## config.mk

```make
export PLATFORM = sky130hd
export DESIGN_NAME = sgc_top
export DESIGN_NICKNAME = d
export VERILOG_FILES = /design/src/pkg/sgc_pkg.sv /design/src/sgc_sample_mux.sv /design/src/sgc_status_read.sv /design/src/sgc_top.sv
export SDC_FILE = /design/constraint.sdc
export NUM_CORES = 1
export LEC_CHECK = 0
export BUFFER_PORTS_ARGS = -buffer_cell sky130_fd_sc_hd__buf_2
export CAP_MARGIN = 20
export CORE_UTILIZATION = 43
export DETAILED_ROUTE_END_ITERATION = 8
export PLACE_DENSITY = 0.82
export SLEW_MARGIN = 20
export SYNTH_ARGS = -nofsm -noshare
export SYNTH_HDL_FRONTEND = slang
export SYNTH_SLANG_ARGS = --single-unit
```

## constraint.sdc

```tcl
create_clock -name I_CLK -period 4.6 [get_ports I_CLK]
set_input_delay 0.23 -clock I_CLK [delete_from_list [all_inputs] [get_ports I_CLK]]
set_output_delay 0.23 -clock I_CLK [all_outputs]
set_load 0.02 [all_outputs]
```

## src/pkg/sgc_pkg.sv

```systemverilog
// Purpose: shared constants and types for the scaler global control/status bank
// Assumes: byte-wide subaddressed register access
// Notes: control byte reset value is a plain default
package sgc_pkg;

  localparam logic [7:0] SGC_ADDR_CTRL = 8'h88;
  localparam logic [7:0] SGC_ADDR_STATUS = 8'h8f;
  localparam logic [7:0] SGC_CTRL_RST = 8'h00;
  localparam logic [7:0] SGC_RDATA_RST = 8'h00;
  localparam logic [7:0] SGC_UNMAPPED_RD = 8'h00;
  localparam logic [8:0] SGC_SAMPLE_RST = 9'h000;
  localparam int SGC_SAMPLE_W = 9;

  // control byte layout, msb first
  typedef struct packed {
    logic sample_port_select_hi;
    logic sample_port_select_lo;
    logic scaler_soft_reset_n;
    logic programmed_marker;
    logic audio_clock_sleep;
    logic reserved;
    logic scaler_sleep;
    logic decoder_sleep;
  } sgc_ctrl_t;

  // status byte layout, msb first
  typedef struct packed {
    logic expansion_tristate_pin;
    logic image_tristate_pin;
    logic fifo_almost_filled;
    logic fifo_overflow;
    logic programmed_status;
    logic formatter_error;
    logic input_field_id;
    logic output_field_id;
  } sgc_status_t;

  // live flags from the scaler datapath
  typedef struct packed {
    logic fifo_almost_filled;
    logic fifo_overflow;
    logic formatter_error;
    logic input_field_id;
    logic output_field_id;
  } sgc_live_t;

  typedef struct packed {
    logic [7:0] addr;
    logic wr;
    logic rd;
    logic [7:0] wdata;
  } sgc_req_t;

endpackage : sgc_pkg

```

## src/sgc_sample_mux.sv

```systemverilog
// Purpose: routes one of four converter samples to the sample output port
// Assumes: converter samples synchronous to the clock
// Notes: output is registered
`timescale 1ns/10ps
`default_nettype none
module sgc_sample_mux
  import sgc_pkg::*;
(
  // clock and reset
  input wire logic i_clk,
  input wire logic i_rst,
  // selection and samples
  input wire logic [1:0] i_sel,
  input wire logic [4*SGC_SAMPLE_W-1:0] i_samples,
  // routed sample
  output logic [SGC_SAMPLE_W-1:0] o_sample
);

  typedef struct packed {
    logic [SGC_SAMPLE_W-1:0] sample;
  } sgc_mux_state_t;

  sgc_mux_state_t state;
  sgc_mux_state_t next_state;

  always_comb begin
    next_state = state;
    next_state.sample = i_samples[i_sel*SGC_SAMPLE_W +: SGC_SAMPLE_W];
  end

  always_ff @(posedge i_clk) begin
    if (i_rst) begin
      state.sample <= SGC_SAMPLE_RST;
    end else begin
      state <= next_state;
    end
  end

  assign o_sample = state.sample;

endmodule : sgc_sample_mux
`default_nettype wire

```

## src/sgc_status_read.sv

```systemverilog
// Purpose: answers register reads with the control or live status byte
// Assumes: one read strobe per access
// Notes: status is sampled at the read edge with no synchroniser
`timescale 1ns/10ps
`default_nettype none
module sgc_status_read
  import sgc_pkg::*;
(
  // clock and reset
  input wire logic i_clk,
  input wire logic i_rst,
  // request
  input wire logic i_rd,
  input wire logic [7:0] i_addr,
  // sources
  input wire sgc_ctrl_t i_ctrl,
  input wire sgc_status_t i_status,
  // answer
  output logic [7:0] o_rdata
);

  typedef struct packed {
    logic [7:0] rdata;
  } sgc_rd_state_t;

  sgc_rd_state_t state;
  sgc_rd_state_t next_state;

  always_comb begin
    next_state = state;
    if (i_rd) begin
      case (i_addr)
        SGC_ADDR_CTRL: next_state.rdata = i_ctrl;
        SGC_ADDR_STATUS: next_state.rdata = i_status;
        default: next_state.rdata = SGC_UNMAPPED_RD;
      endcase
    end
  end

  always_ff @(posedge i_clk) begin
    if (i_rst) begin
      state.rdata <= SGC_RDATA_RST;
    end else begin
      state <= next_state;
    end
  end

  assign o_rdata = state.rdata;

endmodule : sgc_status_read
`default_nettype wire

```

## src/sgc_top.sv

```systemverilog
// Purpose: global control byte and scaler status byte of the capture device
// Assumes: register requests arrive as byte accesses from the serial bus engine
// Notes: status reads are live snapshots, not synchronised
// Behaviour
// - programmed marker cleared by reset
// - marker mirrored into status bit three
// - soft reset zero holds scaler path idle
// - soft reset one restores scaler operation
// - two-bit select routes converter to port
// - decoder sleep powers down decoder and slicer
// - sleeping decoder: scaler needs expansion-port sources
// - scaler sleep stops scaler and image output
// - audio sleep stops generation, disables output
// - status bits seven, six show tristate pins
// - status bit five: fifo almost filled
// - status bit four: fifo overflow
// - status bit two: formatter rate error
// - status bit one: input field id
// - status bit zero: output field id
// - status read live, unlatched, at access
// - status byte read-only, writes ignored
`timescale 1ns/10ps
`default_nettype none
module sgc_top
  import sgc_pkg::*;
(
  // clock and reset
  input wire logic I_CLK,
  input wire logic I_SYS_RST,
  // register access
  input wire logic [7:0] I_REG_ADDR,
  input wire logic I_REG_WR,
  input wire logic I_REG_RD,
  input wire logic [7:0] I_REG_WDATA,
  output logic [7:0] O_REG_RDATA,
  // converter samples and sample port
  input wire logic [SGC_SAMPLE_W-1:0] I_CONV1_SAMPLE,
  input wire logic [SGC_SAMPLE_W-1:0] I_CONV2_SAMPLE,
  input wire logic [SGC_SAMPLE_W-1:0] I_CONV3_SAMPLE,
  input wire logic [SGC_SAMPLE_W-1:0] I_CONV4_SAMPLE,
  output logic [SGC_SAMPLE_W-1:0] O_CONVERTER_SAMPLE_PORT,
  // status sources
  input wire logic I_EXPANSION_TRISTATE_PIN,
  input wire logic I_IMAGE_TRISTATE_PIN,
  input wire logic I_FIFO_ALMOST_FILLED,
  input wire logic I_FIFO_OVERFLOW,
  input wire logic I_FORMATTER_ERROR,
  input wire logic I_INPUT_FIELD_ID,
  input wire logic I_OUTPUT_FIELD_ID,
  // scaler source configuration from other registers
  input wire logic I_SCALER_SRC_XPORT,
  input wire logic I_IMAGE_PORT_CLOCK_SRC_XPORT,
  // power and reset controls
  output logic O_SCALER_IDLE_HOLD,
  output logic O_SCALER_RUN,
  output logic O_DECODER_RUN,
  output logic O_SLICER_RUN,
  output logic O_IMAGE_PORT_OUT_EN,
  output logic O_AUDIO_CLOCK_RUN,
  output logic O_AUDIO_CLOCK_OUT_EN
);

  typedef struct packed {
    sgc_ctrl_t ctrl;
    logic scaler_idle_hold;
    logic scaler_run;
    logic decoder_run;
    logic audio_run;
  } sgc_top_state_t;

  sgc_top_state_t state;
  sgc_top_state_t next_state;
  sgc_req_t req;
  sgc_status_t status;
  sgc_live_t live;

  function automatic logic scaler_may_run(input sgc_ctrl_t c, input logic src_x,
                                          input logic clk_x);
    scaler_may_run = c.scaler_soft_reset_n && !c.scaler_sleep
      && (!c.decoder_sleep || (src_x && clk_x));
  endfunction : scaler_may_run

  assign req = '{addr: I_REG_ADDR, wr: I_REG_WR, rd: I_REG_RD, wdata: I_REG_WDATA};
  assign live = '{fifo_almost_filled: I_FIFO_ALMOST_FILLED,
                  fifo_overflow: I_FIFO_OVERFLOW,
                  formatter_error: I_FORMATTER_ERROR,
                  input_field_id: I_INPUT_FIELD_ID,
                  output_field_id: I_OUTPUT_FIELD_ID};

  // status byte is assembled from live levels and the programmed marker; no write path exists
  always_comb begin
    status.expansion_tristate_pin = I_EXPANSION_TRISTATE_PIN;
    status.image_tristate_pin = I_IMAGE_TRISTATE_PIN;
    status.fifo_almost_filled = live.fifo_almost_filled;
    status.fifo_overflow = live.fifo_overflow;
    status.programmed_status = state.ctrl.programmed_marker;
    status.formatter_error = live.formatter_error;
    status.input_field_id = live.input_field_id;
    status.output_field_id = live.output_field_id;
  end

  always_comb begin
    next_state = state;
    if (req.wr && (req.addr == SGC_ADDR_CTRL)) begin
      next_state.ctrl = sgc_ctrl_t'(req.wdata);
      next_state.ctrl.reserved = 1'b0;
    end
    next_state.scaler_idle_hold = !next_state.ctrl.scaler_soft_reset_n;
    next_state.scaler_run = scaler_may_run(next_state.ctrl, I_SCALER_SRC_XPORT,
                                           I_IMAGE_PORT_CLOCK_SRC_XPORT);
    next_state.decoder_run = !next_state.ctrl.decoder_sleep;
    next_state.audio_run = !next_state.ctrl.audio_clock_sleep;
  end

  always_ff @(posedge I_CLK) begin
    if (I_SYS_RST) begin
      state.ctrl <= sgc_ctrl_t'(SGC_CTRL_RST);
      state.scaler_idle_hold <= 1'b1;
      state.scaler_run <= 1'b0;
      state.decoder_run <= 1'b1;
      state.audio_run <= 1'b1;
    end else begin
      state <= next_state;
    end
  end

  sgc_sample_mux u_sample_mux (
    .i_clk(I_CLK),
    .i_rst(I_SYS_RST),
    .i_sel({state.ctrl.sample_port_select_hi, state.ctrl.sample_port_select_lo}),
    .i_samples({I_CONV4_SAMPLE, I_CONV3_SAMPLE, I_CONV2_SAMPLE, I_CONV1_SAMPLE}),
    .o_sample(O_CONVERTER_SAMPLE_PORT)
  );

  sgc_status_read u_status_read (
    .i_clk(I_CLK),
    .i_rst(I_SYS_RST),
    .i_rd(req.rd),
    .i_addr(req.addr),
    .i_ctrl(state.ctrl),
    .i_status(status),
    .o_rdata(O_REG_RDATA)
  );

  assign O_SCALER_IDLE_HOLD = state.scaler_idle_hold;
  assign O_SCALER_RUN = state.scaler_run;
  assign O_DECODER_RUN = state.decoder_run;
  assign O_SLICER_RUN = state.decoder_run;
  assign O_IMAGE_PORT_OUT_EN = state.scaler_run;
  assign O_AUDIO_CLOCK_RUN = state.audio_run;
  assign O_AUDIO_CLOCK_OUT_EN = state.audio_run;

endmodule : sgc_top
`default_nettype wire

```

==> reports/qor.json <==
{
  "outcome": {
    "status": "finished clean"
  },
  "floorplan": {
    "start_util": 0.457,
    "fp.dieW_um": 56.1,
    "core-area_um2": 2760,
    "chipHeight_um": 56.1,
    "die-area_um2": 3150,
    "floorplan.rows": 19,
    "boundaryPins": 89
  },
  "grt": {
    "grt_util_met1": 0.234,
    "pin_count_of_the_biggest_net_entering_global_routing": 27,
    "global_route.usage.total": 0.200,
    "grt_antenna_before_repair": 0,
    "grt_first_pass_wirelength_um": 4890,
    "global_route.peak_usage_layer": "met2",
    "met3_usage": 0.0233,
    "grt_util_met2": 0.359,
    "globalRouteOverflowTotal": 0,
    "first_global_vias": 1099
  },
  "routing": {
    "drt_wl_total_um": 2860,
    "drt-vias-per-instance": 5.06,
    "drt_iter0_drc": 28,
    "firstDrtPassIters": 4,
    "wl_per_cell_um": 12.3,
    "drcViolationCount": 0,
    "vias_after_detailed_routing": 1179,
    "final_antenna_net_count": 0
  },
  "placement": {
    "number_of_buffers_added_on_ports": 87,
    "globalplace.congestion": 0.725,
    "numPlacedInstances": 229,
    "dp_hpwl_um": 2320
  },
  "final_layout": {
    "commonest_non_fill_non_tap_cell_in_the_layout": "buf_2",
    "fillCellCount": 248,
    "drive_gt1_frac": 0.525,
    "num_antenna_cells": 0,
    "design.final.nets": 268,
    "layout_common_cells": "buf_2, dfxtp_1, nand2_1",
    "syn2layout_area_growth_pct": 36.3,
    "final-instance-count-excl-fill": 233
  },
  "synthesis": {
    "yosys.area.top_type": "dfxtp_1",
    "synth.cell_area_um2": 1260,
    "synth.ff_latch_count": 28,
    "ys.flop_type": "dfxtp_1",
    "synth_warnings": 0,
    "synthCells": 120,
    "postSynthNetCount": 185,
    "yosys.area.top_type_share": 0.445,
    "synth_async_sr_flop_share": 0,
    "fraction_of_the_yosys_area_taken_by_sequential_cells": 0.445,
    "number_of_enable_type_register_cells_in_the_synthesized_netlist": 0,
    "post_synth_num_cell_types": 28,
    "most_area_consuming_cells_after_synthesis": "dfxtp_1, mux4_2, nand2_1",
    "syn-mean-instance-area_um2": 10.5
  },
  "clocking": {
    "source_to_sink_clock_delay_at_the_later_pin_of_the_worst_skew_pair_ns": 0.32,
    "tritoncts_num_sinks": 28,
    "post_cts_buffers": 0,
    "tritoncts.num_buffers": 3,
    "cts_hold_buffers": 0,
    "cts.root.buffer_cell": "clkbuf_4",
    "clockBufferDepth": 2,
    "post_cts.resized_instances": 0,
    "clk_transition_reported_paths_ns": 0.14,
    "clock_tree.htree_level_count": 1,
    "tritoncts": "yes"
  },
  "worst_hold_path": {
    "hold_crit_path_type": "in2reg",
    "hold_path.startpoint": "I_REG_WDATA[3]",
    "hold_depth": 3,
    "timing.hold.worst_endpoint": "state[7]"
  },
  "power": {
    "power.leakage_nw": 0.786,
    "power.density_cell_area_nw_per_um2": 252,
    "fin_total_pwr_mw": 0.433,
    "ir_drop_v": 0.000156
  },
  "timing": {
    "layout_worst_path_cycle_share": 0.390,
    "fin_crit_ns": 1.79,
    "finalClockSkew_ns": 0.00713,
    "fin_setup_tns_ns": 0,
    "hold_viol_final": 0,
    "setup_repair_after_global_routing_missed_its_margin": "false",
    "remaining_max_slew_budget_at_the_tightest_pin": 0.372,
    "finalSetupViolCount": 0,
    "max_slew.worst_pin.slew_ns": 0.935,
    "final.hold.worst_slack_ns": 0.141,
    "maxClockFrequency_mhz": 558,
    "slew_violations": 0
  },
  "flow_run": {
    "drv.max_cap_violation_count": 0
  },
  "setup_path": {
    "required_ns": 4.84,
    "worstPathArrival_ns": 2.03,
    "cp_max_fo": 8,
    "timing.rr.end": "u_sample_mux.o_sample[2]",
    "timing.rr.start": "state[10]",
    "startpoint_type": "input pin",
    "rr_worst_depth": 2,
    "regToRegSetupSlack_ns": 3.01,
    "worstSetupPathType": "in2reg",
    "worst_setup_path_end_kind": "register"
  }
}
through the flow:
stage	worst slack (ns)	util	area, µm²
global route	2.67	0.623	1720
floorplan	2.64	-	1260
global placement	2.52	0.610	1680
CTS	2.82	0.623	1720
detailed placement	2.45	0.610	1680
finish	2.81	0.623	1720
synthesized netlist by cell type, types with 2 or more instances:
cell	count
nand2_1	17
mux2i_1	2
or4_1	2
nor2b_1	9
clkbuf_1	4
a21oi_1	4
dfxtp_1	28
a311oi_1	7
or2_2	2
inv_1	4
nor2_1	10
nand3_1	5
buf_4	3
mux4_2	9
critical path, cell delays in order:
cell      delay, ns
buf_2          0.11
or4b_4         0.55
nor3_1         0.77
nand2_1        0.11
a311oi_1       0.27
registers in the layout (all words and copies together) (netlist names):
signal,flops
state,7
O_DECODER_RUN,1
O_IMAGE_PORT_OUT_EN,1
u_sample_mux.o_sample,9
u_status_read.o_rdata,8
O_AUDIO_CLOCK_OUT_EN,1
O_SCALER_IDLE_HOLD,1
cells by family (layout without fill, tap and decap cells):
kind of cell           Yosys count  in the layout  share of synthesized area
and+or+nand+nor                 53             53                      0.222
DFF                             28             28                      0.445
AOI/OAI and AO/OA               14             14                     0.0844
buffers and inverters           13             95                     0.0536
muxes                           12             12                      0.195
cell type report:
cell class / count / area (µm²) / share of cell area
Timing Repair Buffer: 87 / 435 / 0.253
Clock buffer: 4 / 36.3 / 0.0211
Multi-Input combinational cell: 79 / 632 / 0.368
Tap cell: 31 / 38.8 / 0.0226
Sequential cell: 28 / 561 / 0.326
Inverter: 4 / 15.0 / 0.00874
per-layer routing:
metal / wire length, µm / part of all wire / vias up
li1: - / - / 596
met1: 1140 / 0.40 / 542
met2: 1550 / 0.54 / 35
met3: 100 / 0.035 / 6
met4: 62 / 0.022 / 0
met5: 0 / 0 / -
worst max path at each step:
stage                  startpoint                  endpoint
floorplan           I_REG_ADDR[5]             O_DECODER_RUN
global placement    I_REG_ADDR[5]  u_status_read.o_rdata[6]
detailed placement  I_REG_ADDR[5]  u_status_read.o_rdata[0]
CTS                 I_REG_ADDR[5]  u_status_read.o_rdata[7]
global route        I_REG_ADDR[5]  u_status_read.o_rdata[0]
finish              I_REG_ADDR[5]  u_status_read.o_rdata[6]
power by group:
part / total [mW] / switching (mW) / internal (mW)
Clock: 0.116 / 0.0679 / 0.0484
Sequential: 0.252 / 0.00227 / 0.250
Combinational: 0.0651 / 0.0303 / 0.0348
Total: 0.433 / 0.100 / 0.333
No activity file was read; power rests on OpenSTA's default activity.
